===== src/ecq_pkg.sv =====
// Constants and types shared by the encoder counter interrupt logic.
//
// Contract
// Comparator hysteresis blocks compare logic until count moves two pulses one way.
// Comparator hysteresis only works while direction hysteresis is enabled too.
// No hysteresis of any kind in frequency and pulse width mode.
// Direction hysteresis enabled by the mode hysteresis bit of the channel.
// Index hysteresis needs mode hysteresis bit plus channel index guard bit.
// Comparator hysteresis needs mode hysteresis bit plus channel compare guard bit.
// Routing bit feeds channel 0 tracks A, B, N to channel 1 counter.
// Channel 0 extra inputs 0 to 2 may trigger channel 1 captures too.
// Index pulse raises index interrupt; buffer read clears; per channel enable.
// Clear bits 0 and 8 clear index status bits 0 and 1.
// Rising extra inputs 0 and 2 of both channels raise latch status.
// Latch status cleared by alarm reset command or clear bits 1, 2, 9, 10.
// Channel 0 event status from inputs 1, 3, overflow; mask bits 0 to 2.
// Channel 0 event status cleared by clear bits 3, 4, 5.
// Channel 1 event status, mask bits 8 to 10, clear bits 11 to 13.
// Channel 0 compare: mask bit 3, status bit 3, clear bit 6.
// Channel 1 compare: mask bit 11, status bit 11, clear bit 14.
// Direction hysteresis drops the first count pulse after each reversal.
// Index hysteresis blocks index logic until count moves two pulses one way.
// Compare register matched against counter; match sets compare status.
// Writing zero to a clear bit leaves its status unchanged.
package ecq_pkg;

  // ------------------------------------------------------------------
  // Synchroniser layout of the pins
  // ------------------------------------------------------------------
  localparam int PIN_TRK0 = 0;
  localparam int PIN_TRK1 = 3;
  localparam int PIN_XIN0 = 6;
  localparam int PIN_XIN1 = 10;
  localparam int PIN_NUM = 14;

  // ------------------------------------------------------------------
  // Status bit positions
  // ------------------------------------------------------------------
  localparam int S0_IDX0 = 0;
  localparam int S0_IDX1 = 1;
  localparam int S0_LAT = 4;
  localparam int S2_IN1 = 0;
  localparam int S2_IN3 = 1;
  localparam int S2_OVF = 2;
  localparam int S2_CMP = 3;
  localparam int S2_CH1 = 8;

  // ------------------------------------------------------------------
  // Clear register bit positions
  // ------------------------------------------------------------------
  localparam int C_IDX0 = 0;
  localparam int C_LAT_A = 1;
  localparam int C_LAT_B = 2;
  localparam int C_EVT0 = 3;
  localparam int C_CMP0 = 6;
  localparam int C_IDX1 = 8;
  localparam int C_LAT_C = 9;
  localparam int C_LAT_D = 10;
  localparam int C_EVT1 = 11;
  localparam int C_CMP1 = 14;

  // ------------------------------------------------------------------
  // Reset values and counts
  // ------------------------------------------------------------------
  localparam logic [7:0] ST0_RESET = 8'h00;
  localparam logic [15:0] ST2_RESET = 16'h0000;
  localparam logic [31:0] COUNT_RESET = 32'h00000000;
  localparam logic [1:0] GUARD_STEPS = 2'h2;

  typedef struct packed {
    logic lock;
    logic [1:0] moved;
    logic up;
  } ecq_guard_t;

endpackage : ecq_pkg


===== src/ecq_channel.sv =====
// One counting channel: decode, direction, index and compare hysteresis.
`timescale 1ns/1ps
`default_nettype none
module ecq_channel import ecq_pkg::*; (
  // Clock and reset
  input wire logic clock,
  input wire logic reset,
  // Synchronised tracks
  input wire logic trk_a,
  input wire logic trk_b,
  input wire logic trk_n,
  // Configuration
  input wire logic position_mode,
  input wire logic dither_guard_or_count_dir,
  input wire logic index_guard,
  input wire logic compare_guard,
  input wire logic [31:0] compare_value,
  // Results
  output logic [31:0] count,
  output logic index_event,
  output logic compare_event,
  output logic overflow_event
);

  typedef struct packed {
    logic prev_a;
    logic prev_b;
    logic prev_n;
    logic last_up;
    logic match_prev;
    ecq_guard_t idx;
    ecq_guard_t cmp;
    logic [31:0] count;
    logic idx_ev;
    logic cmp_ev;
    logic ovf_ev;
  } ecq_ch_state_t;

  ecq_ch_state_t state_r;
  ecq_ch_state_t state_nxt;
  logic hyst, idx_h, cmp_h, step_pos, step, up, suppress, n_rise, match;

  // A guard re-opens only after two accepted steps in one direction.
  function automatic ecq_guard_t guard_move(input ecq_guard_t g, input logic dir_up);
    ecq_guard_t o;
    o = g;
    if (g.lock) begin
      if (dir_up == g.up) begin
        o.moved = g.moved + 2'h1;
      end else begin
        o.moved = 2'h1;
        o.up = dir_up;
      end
      if (o.moved == GUARD_STEPS) begin
        o.lock = 1'b0;
        o.moved = 2'h0;
      end
    end
    return o;
  endfunction : guard_move

  always_comb begin
    state_nxt = state_r;
    hyst = position_mode & dither_guard_or_count_dir;
    idx_h = hyst & index_guard;
    cmp_h = hyst & compare_guard;
    step_pos = position_mode & ((trk_a ^ state_r.prev_a) ^ (trk_b ^ state_r.prev_b));
    step = step_pos | (~position_mode & trk_a & ~state_r.prev_a);
    up = position_mode ? ~(state_r.prev_a ^ trk_b) : ~dither_guard_or_count_dir;
    suppress = hyst & step_pos & (up != state_r.last_up);
    n_rise = trk_n & ~state_r.prev_n;
    match = state_r.count == compare_value;
    state_nxt.prev_a = trk_a;
    state_nxt.prev_b = trk_b;
    state_nxt.prev_n = trk_n;
    state_nxt.match_prev = match;
    state_nxt.ovf_ev = 1'b0;
    if (step_pos) begin
      state_nxt.last_up = up;
    end
    if (step & ~suppress) begin
      state_nxt.count = up ? state_r.count + 32'h00000001 : state_r.count - 32'h00000001;
      state_nxt.ovf_ev = up ? &state_r.count : ~|state_r.count;
      state_nxt.idx = guard_move(state_r.idx, up);
      state_nxt.cmp = guard_move(state_r.cmp, up);
    end
    state_nxt.idx_ev = n_rise & ~(idx_h & state_r.idx.lock);
    state_nxt.cmp_ev = match & ~state_r.match_prev & ~(cmp_h & state_r.cmp.lock);
    if (state_nxt.idx_ev & idx_h) begin
      state_nxt.idx = '{lock: 1'b1, moved: 2'h0, up: state_r.idx.up};
    end
    if (state_nxt.cmp_ev & cmp_h) begin
      state_nxt.cmp = '{lock: 1'b1, moved: 2'h0, up: state_r.cmp.up};
    end
    if (~idx_h) begin
      state_nxt.idx.lock = 1'b0;
    end
    if (~cmp_h) begin
      state_nxt.cmp.lock = 1'b0;
    end
  end

  always_ff @(posedge clock) begin
    if (reset) begin
      state_r <= '0;
    end else begin
      state_r <= state_nxt;
    end
  end

  assign count = state_r.count;
  assign index_event = state_r.idx_ev;
  assign compare_event = state_r.cmp_ev;
  assign overflow_event = state_r.ovf_ev;
endmodule : ecq_channel
`default_nettype wire


===== src/ecq_top.sv =====
// Two-channel encoder counter with hysteresis, track routing and interrupts.
`timescale 1ns/1ps
`default_nettype none
module ecq_top import ecq_pkg::*; (
  // Clock and reset
  input wire logic clock,
  input wire logic reset,
  // Encoder tracks, asynchronous pins
  input wire logic track_a_ch0,
  input wire logic track_b_ch0,
  input wire logic track_n_ch0,
  input wire logic track_a_ch1,
  input wire logic track_b_ch1,
  input wire logic track_n_ch1,
  // Extra inputs, asynchronous pins
  input wire logic extra_input_0_ch0,
  input wire logic extra_input_1_ch0,
  input wire logic extra_input_2_ch0,
  input wire logic extra_input_3_ch0,
  input wire logic extra_input_0_ch1,
  input wire logic extra_input_1_ch1,
  input wire logic extra_input_2_ch1,
  input wire logic extra_input_3_ch1,
  // Channel mode
  input wire logic position_mode_ch0,
  input wire logic position_mode_ch1,
  input wire logic dither_guard_or_count_dir_ch0,
  input wire logic dither_guard_or_count_dir_ch1,
  input wire logic index_guard_ch0,
  input wire logic index_guard_ch1,
  input wire logic compare_guard_ch0,
  input wire logic compare_guard_ch1,
  input wire logic [31:0] compare_register_ch0,
  input wire logic [31:0] compare_register_ch1,
  // Routing
  input wire logic route_tracks_to_second_channel,
  input wire logic route_extras_to_second_channel,
  // Interrupt enables
  input wire logic index_irq_enable_ch0,
  input wire logic index_irq_enable_ch1,
  input wire logic latch_irq_enable,
  input wire logic [15:0] irq_mask,
  // Clear strobes
  input wire logic clear_write,
  input wire logic [15:0] clear_data,
  input wire logic reset_alarm_bits,
  input wire logic read_index_ch0,
  input wire logic read_index_ch1,
  // Counters and buffers
  output logic [31:0] count_ch0,
  output logic [31:0] count_ch1,
  output logic [31:0] index_buffer_ch0,
  output logic [31:0] index_buffer_ch1,
  output logic [2:0] capture_trigger_ch0,
  output logic [2:0] capture_trigger_ch1,
  // Status
  output logic [7:0] status0,
  output logic [15:0] status2,
  // Interrupt requests
  output logic index_irq,
  output logic latch_irq,
  output logic event_irq_ch0,
  output logic event_irq_ch1,
  output logic compare_irq_ch0,
  output logic compare_irq_ch1
);

  // ------------------------------------------------------------------
  // State
  // ------------------------------------------------------------------
  typedef struct packed {
    logic [PIN_NUM-1:0] sync1;
    logic [PIN_NUM-1:0] sync2;
    logic [PIN_NUM-1:0] prev;
    logic [31:0] ibuf0;
    logic [31:0] ibuf1;
    logic [2:0] cap0;
    logic [2:0] cap1;
    logic [7:0] st0;
    logic [15:0] st2;
    logic irq_idx;
    logic irq_lat;
    logic irq_ev0;
    logic irq_ev1;
    logic irq_cmp0;
    logic irq_cmp1;
  } ecq_top_state_t;

  ecq_top_state_t state_r;
  ecq_top_state_t state_nxt;

  logic [PIN_NUM-1:0] pins;
  logic [PIN_NUM-1:0] rise;
  logic [2:0] trk [2];
  logic [1:0] mode, dgd, igd, cgd;
  logic [31:0] cmpv [2];
  logic [31:0] cnt [2];
  logic [1:0] idx_ev, cmp_ev, ovf_ev;
  logic [7:0] set0, clr0;
  logic [15:0] set2, clr2;
  logic [15:0] clr;

  assign pins = {extra_input_3_ch1, extra_input_2_ch1, extra_input_1_ch1, extra_input_0_ch1,
                 extra_input_3_ch0, extra_input_2_ch0, extra_input_1_ch0, extra_input_0_ch0,
                 track_n_ch1, track_b_ch1, track_a_ch1,
                 track_n_ch0, track_b_ch0, track_a_ch0};

  // Edges are taken from the second stage only; the first stage may be metastable.
  assign rise = state_r.sync2 & ~state_r.prev;

  // ------------------------------------------------------------------
  // Channels
  // ------------------------------------------------------------------
  assign trk[0] = state_r.sync2[PIN_TRK0 +: 3];
  // Channel 1's own tracks are simply ignored while routed.
  assign trk[1] = route_tracks_to_second_channel ? state_r.sync2[PIN_TRK0 +: 3]
                                                 : state_r.sync2[PIN_TRK1 +: 3];
  assign mode = {position_mode_ch1, position_mode_ch0};
  assign dgd = {dither_guard_or_count_dir_ch1, dither_guard_or_count_dir_ch0};
  assign igd = {index_guard_ch1, index_guard_ch0};
  assign cgd = {compare_guard_ch1, compare_guard_ch0};
  assign cmpv[0] = compare_register_ch0;
  assign cmpv[1] = compare_register_ch1;

  genvar g;
  generate
    for (g = 0; g < 2; g++) begin : gen_ch
      ecq_channel u_ch (
        .clock(clock),
        .reset(reset),
        .trk_a(trk[g][0]),
        .trk_b(trk[g][1]),
        .trk_n(trk[g][2]),
        .position_mode(mode[g]),
        .dither_guard_or_count_dir(dgd[g]),
        .index_guard(igd[g]),
        .compare_guard(cgd[g]),
        .compare_value(cmpv[g]),
        .count(cnt[g]),
        .index_event(idx_ev[g]),
        .compare_event(cmp_ev[g]),
        .overflow_event(ovf_ev[g])
      );
    end
  endgenerate

  // ------------------------------------------------------------------
  // Clear decoding
  // ------------------------------------------------------------------
  // Only ones in the clear word act, so a zero bit leaves its flag alone.
  assign clr = clear_write ? clear_data : 16'h0000;

  always_comb begin
    clr0 = 8'h00;
    clr0[S0_IDX0] = clr[C_IDX0] | read_index_ch0;
    clr0[S0_IDX1] = clr[C_IDX1] | read_index_ch1;
    clr0[S0_LAT + 0] = clr[C_LAT_A] | reset_alarm_bits;
    clr0[S0_LAT + 1] = clr[C_LAT_B] | reset_alarm_bits;
    clr0[S0_LAT + 2] = clr[C_LAT_C] | reset_alarm_bits;
    clr0[S0_LAT + 3] = clr[C_LAT_D] | reset_alarm_bits;
    clr2 = 16'h0000;
    clr2[S2_IN1 +: 3] = clr[C_EVT0 +: 3];
    clr2[S2_CMP] = clr[C_CMP0];
    clr2[S2_CH1 + S2_IN1 +: 3] = clr[C_EVT1 +: 3];
    clr2[S2_CH1 + S2_CMP] = clr[C_CMP1];
  end

  // ------------------------------------------------------------------
  // Event collection
  // ------------------------------------------------------------------
  always_comb begin
    set0 = 8'h00;
    set0[S0_IDX0] = idx_ev[0];
    set0[S0_IDX1] = idx_ev[1];
    set0[S0_LAT + 0] = rise[PIN_XIN0 + 0];
    set0[S0_LAT + 1] = rise[PIN_XIN0 + 2];
    set0[S0_LAT + 2] = rise[PIN_XIN1 + 0];
    set0[S0_LAT + 3] = rise[PIN_XIN1 + 2];
    set2 = 16'h0000;
    set2[S2_IN1] = rise[PIN_XIN0 + 1];
    set2[S2_IN3] = rise[PIN_XIN0 + 3];
    set2[S2_OVF] = ovf_ev[0];
    set2[S2_CMP] = cmp_ev[0];
    set2[S2_CH1 + S2_IN1] = rise[PIN_XIN1 + 1];
    set2[S2_CH1 + S2_IN3] = rise[PIN_XIN1 + 3];
    set2[S2_CH1 + S2_OVF] = ovf_ev[1];
    set2[S2_CH1 + S2_CMP] = cmp_ev[1];
  end

  // ------------------------------------------------------------------
  // Next state
  // ------------------------------------------------------------------
  always_comb begin
    state_nxt = state_r;
    state_nxt.sync1 = pins;
    state_nxt.sync2 = state_r.sync1;
    state_nxt.prev = state_r.sync2;
    // A new event in the clearing cycle survives: set beats clear.
    state_nxt.st0 = (state_r.st0 & ~clr0) | set0;
    state_nxt.st2 = (state_r.st2 & ~clr2) | set2;
    if (idx_ev[0]) begin
      state_nxt.ibuf0 = cnt[0];
    end
    if (idx_ev[1]) begin
      state_nxt.ibuf1 = cnt[1];
    end
    state_nxt.cap0 = rise[PIN_XIN0 +: 3];
    state_nxt.cap1 = rise[PIN_XIN1 +: 3] |
                     (route_extras_to_second_channel ? rise[PIN_XIN0 +: 3] : 3'h0);
    state_nxt.irq_idx = (state_nxt.st0[S0_IDX0] & index_irq_enable_ch0) |
                        (state_nxt.st0[S0_IDX1] & index_irq_enable_ch1);
    state_nxt.irq_lat = latch_irq_enable & |state_nxt.st0[S0_LAT +: 4];
    state_nxt.irq_ev0 = |(state_nxt.st2[S2_IN1 +: 3] & irq_mask[S2_IN1 +: 3]);
    state_nxt.irq_ev1 = |(state_nxt.st2[S2_CH1 +: 3] & irq_mask[S2_CH1 +: 3]);
    state_nxt.irq_cmp0 = state_nxt.st2[S2_CMP] & irq_mask[S2_CMP];
    state_nxt.irq_cmp1 = state_nxt.st2[S2_CH1 + S2_CMP] & irq_mask[S2_CH1 + S2_CMP];
  end

  always_ff @(posedge clock) begin
    if (reset) begin
      state_r <= '0;
      state_r.st0 <= ST0_RESET;
      state_r.st2 <= ST2_RESET;
      state_r.ibuf0 <= COUNT_RESET;
      state_r.ibuf1 <= COUNT_RESET;
    end else begin
      state_r <= state_nxt;
    end
  end

  // ------------------------------------------------------------------
  // Outputs
  // ------------------------------------------------------------------
  assign count_ch0 = cnt[0];
  assign count_ch1 = cnt[1];
  assign index_buffer_ch0 = state_r.ibuf0;
  assign index_buffer_ch1 = state_r.ibuf1;
  assign capture_trigger_ch0 = state_r.cap0;
  assign capture_trigger_ch1 = state_r.cap1;
  assign status0 = state_r.st0;
  assign status2 = state_r.st2;
  assign index_irq = state_r.irq_idx;
  assign latch_irq = state_r.irq_lat;
  assign event_irq_ch0 = state_r.irq_ev0;
  assign event_irq_ch1 = state_r.irq_ev1;
  assign compare_irq_ch0 = state_r.irq_cmp0;
  assign compare_irq_ch1 = state_r.irq_cmp1;
endmodule : ecq_top
`default_nettype wire


===== config.mk =====
export PLATFORM = sky130hd
export DESIGN_NAME = ecq_top
export DESIGN_NICKNAME = d
export VERILOG_FILES = /design/src/ecq_pkg.sv /design/src/ecq_channel.sv /design/src/ecq_top.sv
export SDC_FILE = /design/constraint.sdc
export NUM_CORES = 1
export LEC_CHECK = 0
export BUFFER_PORTS_ARGS = -buffer_cell sky130_fd_sc_hd__buf_2
export CAP_MARGIN = 25
export CORE_MARGIN = 2
export CORE_UTILIZATION = 59
export DETAILED_ROUTE_END_ITERATION = 16
export HOLD_SLACK_MARGIN = 0.12
export PLACE_DENSITY_LB_ADDON = 0.1
export SETUP_SLACK_MARGIN = 0.3
export SLEW_MARGIN = 20
export SYNTH_ARGS = -nofsm -noshare
export SYNTH_HDL_FRONTEND = slang
export SYNTH_SLANG_ARGS = --single-unit

===== constraint.sdc =====
create_clock -name clock -period 12.25 [get_ports clock]
set_clock_uncertainty 0.2 [all_clocks]
set_input_delay 2.45 -clock clock [delete_from_list [all_inputs] [get_ports clock]]
set_output_delay 2.45 -clock clock [all_outputs]
set_load 0.01 [all_outputs]

Yosys cells after proc, flatten, opt, wreduce, memory -nomap -nowiden
Cells that the tools add are included.
{"block": "classes", "n_addsub": 8, "eq_ne": 12, "mux": 39, "bitwise": 99, "reduce_logical": 31}
{"op": "2-to-1 mux 40 bit", "n": 2}
{"op": "adder 32 x 1 -> 32 bit, second input constant", "n": 2}
{"op": "equality test 32 bit", "n": 2}
{"op": "2-to-1 mux 32 bit", "n": 2}
{"op": "AND reduction 32 bit", "n": 2}
{"op": "OR reduction 32 bit", "n": 2}
{"op": "subtractor 32 x 1 -> 32 bit, second input constant", "n": 2}
{"op": "bitwise AND 1 bit", "n": 39}
{"op": "2-to-1 mux 4 bit", "n": 8}
{"op": "NOT 1 bit", "n": 32}
{"op": "2-to-1 mux 2 bit", "n": 12}
{"op": "OR reduction 2 bit", "n": 10}
{"op": "2-to-1 mux 3 bit", "n": 6}
{"op": "bitwise AND 16 bit", "n": 1}
{"op": "NOT 12 -> 16 bit", "n": 1}
{"op": "bitwise OR 16 x 12 -> 16 bit", "n": 1}
{"op": "AND reduction 4 bit", "n": 4}
{"op": "2-to-1 mux 15 bit", "n": 1}
{"op": "bitwise AND 14 bit", "n": 1}
{"op": "NOT 14 bit", "n": 1}
{"op": "bitwise OR 1 bit", "n": 9}
{"op": "adder 2 x 1 -> 2 bit, second input constant", "n": 4}
{"op": "bitwise AND 8 bit", "n": 1}
{"op": "equality test 2 bit, second input constant", "n": 4}
{"op": "other kinds (13)", "n": 40}
{"block": "totals", "reg_bits": 238, "in_bits": 129, "out_inout_bits": 164}

Longest topological paths before layout
{"block": "logic_depth", "depth_word": 14, "depth_mapped": 14, "mapped_depth_nobuf": 11}

Cells and area by module
Synthesis repeated with hierarchy kept, for this count alone.
{"block": "unflattened", "hier_cells": 1581, "hier_area_um2": 12912.4}
{"module": "ecq_channel", "instances": 2, "cells_per_inst": 552, "area_each_um2": 4027.6, "seq_area_each_um2": 960.9}
{"module": "ecq_top", "instances": 1, "cells_per_inst": 477, "area_each_um2": 4857.2, "seq_area_each_um2": 2522.4}

Worst setup path after synthesis
OpenSTA, ideal clock, no wires.
{"block": "synth_path", "kind": "input port to flip-flop", "start": "in position_mode_ch0", "end": "reg gen_ch[0].u_ch.state_r (netlist bit gen_ch[0].u_ch.count[26])", "setup_time_ps": 121, "t_arrival_ps": 5794, "required_ps": 11929, "path_slack_ps": 6135, "cell_stages": 14, "n_path_buf": 4, "path_cell_list": "clkbuf_1 nor2_1 a21o_1 buf_2 clkbuf_1 clkbuf_1 xnor2_1 ha_1 or3_1 or4_4 a211oi_4 a22oi_1 mux2i_1 mux2_2"}
{"block": "synth_via", "elab_chain_cells": 5}
{"item": "start: declaration", "line": "ecq_top.sv:25", "text": "input wire logic position_mode_ch0,"}
{"item": "NOT 1 bit (tied with other cells)", "line": "ecq_channel.sv:68", "text": "step = step_pos | (~position_mode & trk_a & ~state_r.prev_a);"}
{"item": "bitwise AND 1 bit (tied with other cells)", "line": "ecq_channel.sv:68"}
{"item": "bitwise AND 1 bit (on tied branches)", "line": "ecq_channel.sv:68, ecq_channel.sv:70"}
{"item": "bitwise OR 1 bit / NOT 1 bit (equally long branches)", "line": "ecq_channel.sv:68, ecq_channel.sv:81"}
{"item": "bitwise AND 1 bit", "line": "ecq_channel.sv:81", "text": "if (step & ~suppress) begin"}
{"item": "end signal: assignment", "line": "ecq_channel.sv:107", "text": "state_r <= state_nxt;"}
{"item": "end: declaration", "line": "ecq_channel.sv:39", "text": "ecq_ch_state_t state_r;"}
Parallel ways exist; a longest one is shown, timed or not.
A chain may end at the register's enable or synchronous reset.

Worst setup path after layout
{"block": "layout_path", "start": "in route_tracks_to_second_channel", "end": "reg gen_ch[1].u_ch.state_r (netlist bit gen_ch[1].u_ch.count[26])"}
{"block": "layout_via", "elab_chain_cells": 8}
{"item": "start: declaration", "line": "ecq_top.sv:36", "text": "input wire logic route_tracks_to_second_channel,"}
{"item": "2-to-1 mux 3 bit *", "line": "ecq_top.sv:116", "text": "assign trk[1] = route_tracks_to_second_channel ? state_r.sync2[PIN_TRK0 +: 3]"}
{"item": "bitwise XOR 1 bit (on tied branches)", "line": "ecq_channel.sv:67, ecq_channel.sv:69"}
{"item": "bitwise XOR 1 bit / NOT 1 bit (equally long branches)", "line": "ecq_channel.sv:67, ecq_channel.sv:69"}
{"item": "bitwise AND 1 bit / 2-to-1 mux 1 bit (equally long branches)", "line": "ecq_channel.sv:67, ecq_channel.sv:69"}
{"item": "bitwise AND 1 bit / != test 1 bit (equally long branches)", "line": "ecq_channel.sv:70", "text": "suppress = hyst & step_pos & (up != state_r.last_up);"}
{"item": "bitwise AND 1 bit", "line": "ecq_channel.sv:70"}
{"item": "NOT 1 bit", "line": "ecq_channel.sv:81"}
{"item": "bitwise AND 1 bit", "line": "ecq_channel.sv:81"}
{"item": "end signal: assignment", "line": "ecq_channel.sv:107"}
{"item": "end: declaration", "line": "ecq_channel.sv:39"}
Every way passes the cells marked *; elsewhere a longest branch is shown, timed or not.

==> flow_summary.json <==
{
  "status": "finished, final reports clean",
  "worstMarginPinSlew_ns": 0.9406,
  "synth_top_cell_area_share_pct": 34.57,
  "grt_first_pass_wirelength_um": 52470,
  "design.die.area_mm2": 0.02299,
  "post-cts-setup-buffers": 0,
  "drv_cap": 0,
  "synth_edf_count": 0,
  "switchingPower_uw": 575.8,
  "slowest_delay_ns": 0.54,
  "dp_hpwl_um": 23240,
  "switching_share_pct": 29.46,
  "synth.ff_latch_count": 222,
  "numCtsBuffers": 24,
  "use_met3_pct": 4.760,
  "route.detailed.drc": 0,
  "ctsRootBufferMaster": "clkbuf_16",
  "ant_nets": 0,
  "vias": 10908,
  "use_met1_pct": 36.59,
  "regArea_mm2": 0.004447,
  "cts.sinks": 222,
  "met2_usage_pct": 48.57,
  "gp_congestion": 0.9504,
  "fin_tns_setup_ns": 0,
  "overflow": 0,
  "yosys_warnings": 0,
  "p_per_area_mw_per_mm2": 140.4,
  "period_share_pct": 49.14,
  "nets": 1715,
  "worst-path-max-fanout": 16,
  "slew_violations": 0,
  "io_pins": 293,
  "global_route.peak_usage_layer": "met2",
  "hold_violations": 0,
  "grt_pass1_vias": 10056,
  "routed_wl_um": 33770,
  "grt_max_degree": 104,
  "critPathArrivalTime_ns": 6.23,
  "synth-seq-area-share_pct": 34.57,
  "synthToLayoutAreaGrowth_pct": 8.311,
  "p_total_uw": 1955,
  "clk_pin_slew_worst_paths_ns": 0.06,
  "crit_type": "in -> reg",
  "drtIter0Drc": 823,
  "cp_cell_sequence": "buf_2, mux2i_2, mux2_4, nor2_1, xnor2_1, ha_1, or4_1, nor4_2, nand3_1, or4_1, a211oi_1, mux2_2",
  "drive_gt1_share_pct": 23.81,
  "row_count": 54,
  "cts_tree": "done",
  "yosys.area.top_type": "dfxtp_1",
  "rsz0062_at_grt": "false",
  "startpoint_type": "primary input",
  "multi_input_area_mm2": 0.006690,
  "syn_avg_cell_area_um2": 8.317,
  "clock_path_buffers": 3,
  "dp.cells": 1835,
  "synth_area_mm2": 0.01286,
  "power_frac_seq_pct": 41.9,
  "fmax_ghz": 0.1661,
  "worstHoldPathType": "reg -> reg",
  "cts_hold_buf": 0,
  "p_clk_share_pct": 39.0,
  "clock_latency_ns": 0.53,
  "die_x_um": 151.6,
  "core_region_area_mm2": 0.02162,
  "synthArstFlopShare_pct": 0,
  "viasPerCell": 5.799,
  "detailedRoute.firstPassIterationCount": 5,
  "die_h_um": 151.6,
  "vdd_ir_drop_max_v": 0.0001205,
  "internal-power_uw": 1379,
  "cts_resized": 0,
  "comb_power_share_pct": 19.1,
  "wl_per_cell_um": 17.95,
  "finalNonFillerCells": 1881,
  "antenna_found_initial": 0,
  "cp_common_cell": "or4_1",
  "critPathSlowestCell": "or4_1",
  "slew_headroom_pct": 37.14,
  "worstPathRequired_ns": 12.47,
  "io_buffers": 272,
  "synth.area.top_cells": "dfxtp_1 (35%), buf_4 (9.2%), mux2i_1 (6.5%)",
  "grt_use_total_pct": 28.49,
  "num-fill-cells": 1944,
  "leakage_uw": 0.005638,
  "setup_viol": 0,
  "min_period_ns": 6.019,
  "htreeDepth": 1,
  "start_util_pct": 59.47,
  "end_kind": "flip-flop",
  "synthFlopType": "dfxtp_1",
  "synthCells": 1546,
  "synth_cell_types": 81
}
-- cells by family after synthesis --
group	count (synthesis)	synth area share [%]
other	1	0.02917
AND/OR/NAND/NOR	608	25.27
XOR/XNOR	91	6.306
multiplexers	114	9.255
AO/OA/AOI/OAI	202	10.62
adder cells (fa/ha/maj)	2	0.1946
flip-flops	222	34.57
buffers and inverters	306	13.76
-- critical path, delay by kind of cell --
family	cells	cell delay [ns]
multiplexers	3	1.23
AND/OR/NAND/NOR	5	1.69
AO/OA/AOI/OAI	1	0.40
adder cells (fa/ha/maj)	1	0.26
buffers and inverters	1	0.13
XOR/XNOR	1	0.08
-- power groups by stage --
stage / Sequential [uW] / Combinational, uW / Clock, uW
finish: 819 / 373 / 762
global route: 825 / 413 / 808
CTS: 818 / 368 / 778
detailed placement: 834 / 366 / 0
global placement: 834 / 362 / 0
floorplan: 781 / 327 / 0
-- cell type report --
type	count	share of cell area, %
sequential	222	31.93
antenna	1	0.01797
clock buffer	32	5.031
tap	280	2.516
clock inverter	10	1.051
multi-input combinational	1027	48.04
inverter	20	0.5391
timing repair buffer	289	10.87
-- Yosys cell counts (11+ instances only) --
cell and count:
dfxtp_1 222, mux2_2 23, xnor2_1 82, nand4_1 63, o21ai_0 36, buf_4 158
a21oi_1 63, nor4_1 38, nand2_1 62, and4_1 15, nor2b_1 69, mux2i_1 83
inv_1 20, and3_1 12, or4_1 19, or3_1 30, nand3_1 47, clkbuf_1 106
a211oi_1 11, nor2_1 173, nor3_1 29, and2_1 17
-- sequential cells by signal (all words and copies together) (netlist names) --
register,flops
capture_trigger_ch0,3
capture_trigger_ch1,3
compare_irq_ch0,1
compare_irq_ch1,1
event_irq_ch0,1
event_irq_ch1,1
gen_ch.u_ch.compare_event,2
gen_ch.u_ch.count,64
gen_ch.u_ch.index_event,2
gen_ch.u_ch.overflow_event,2
gen_ch.u_ch.state_r,23
index_buffer_ch0,32
index_buffer_ch1,32
index_irq,1
latch_irq,1
state_nxt,28
state_r,11
status0,6
status2,8
-- through the flow --
stage               instance area, um2  hold slack, ns  setup slack [ns]  util [%]
floorplan                        12890          0.1893             6.135         -
global placement                 13030          0.2187             5.795     60.25
detailed placement               13050          0.2227             5.780     60.35
CTS                              13890          0.2355             6.269     64.27
global route                     13920          0.2596             5.955     64.40
finish                           13930          0.2325             6.231     64.41
-- worst paths after layout --
kind,slack (ns),cells past startpoint,startpoint,end
worst max-delay path,6.23,12,route_tracks_to_second_channel,gen_ch[1].u_ch.count[26]
worst min-delay path,0.23,1,state_nxt[122],state_nxt[108]
worst max register to register,7.90,11,state_nxt[101],gen_ch[1].u_ch.count[26]
worst min register to register,0.23,1,state_nxt[122],state_nxt[108]
-- layout by cell type, fill, tap and decap left out, drive strengths merged, types with 6 or more instances in the layout --
| cell | instances |
|---|---|
| buf | 287 |
| dfxtp | 222 |
| nor2 | 173 |
| mux2i | 84 |
| xnor2 | 82 |
| nor2b | 69 |
| nand4 | 63 |
| a21oi | 63 |
| nand2 | 62 |
| nand3 | 47 |
| nor4 | 39 |
| o21ai | 38 |
| clkbuf | 34 |
| or3 | 31 |
| nor3 | 30 |
| mux2 | 30 |
| or4 | 22 |
| inv | 21 |
| and2 | 18 |
| and4 | 15 |
| and3 | 12 |
| a211oi | 12 |
| conb | 10 |
| o21a | 9 |
| xor2 | 8 |
| a2111oi | 8 |
| a31oi | 8 |
| a32oi | 7 |
| nand2b | 6 |
| or2 | 6 |
| a22oi | 6 |
| o211ai | 6 |
| o31ai | 6 |
-- per-layer routing --
layer / up-vias / share of wire [%]
met4: 0 / 2.9
li1: 5353 / -
met5: - / 0
met3: 81 / 7.3
met2: 435 / 48
met1: 5039 / 42
Note: power is estimated with default switching activity, not from simulation.
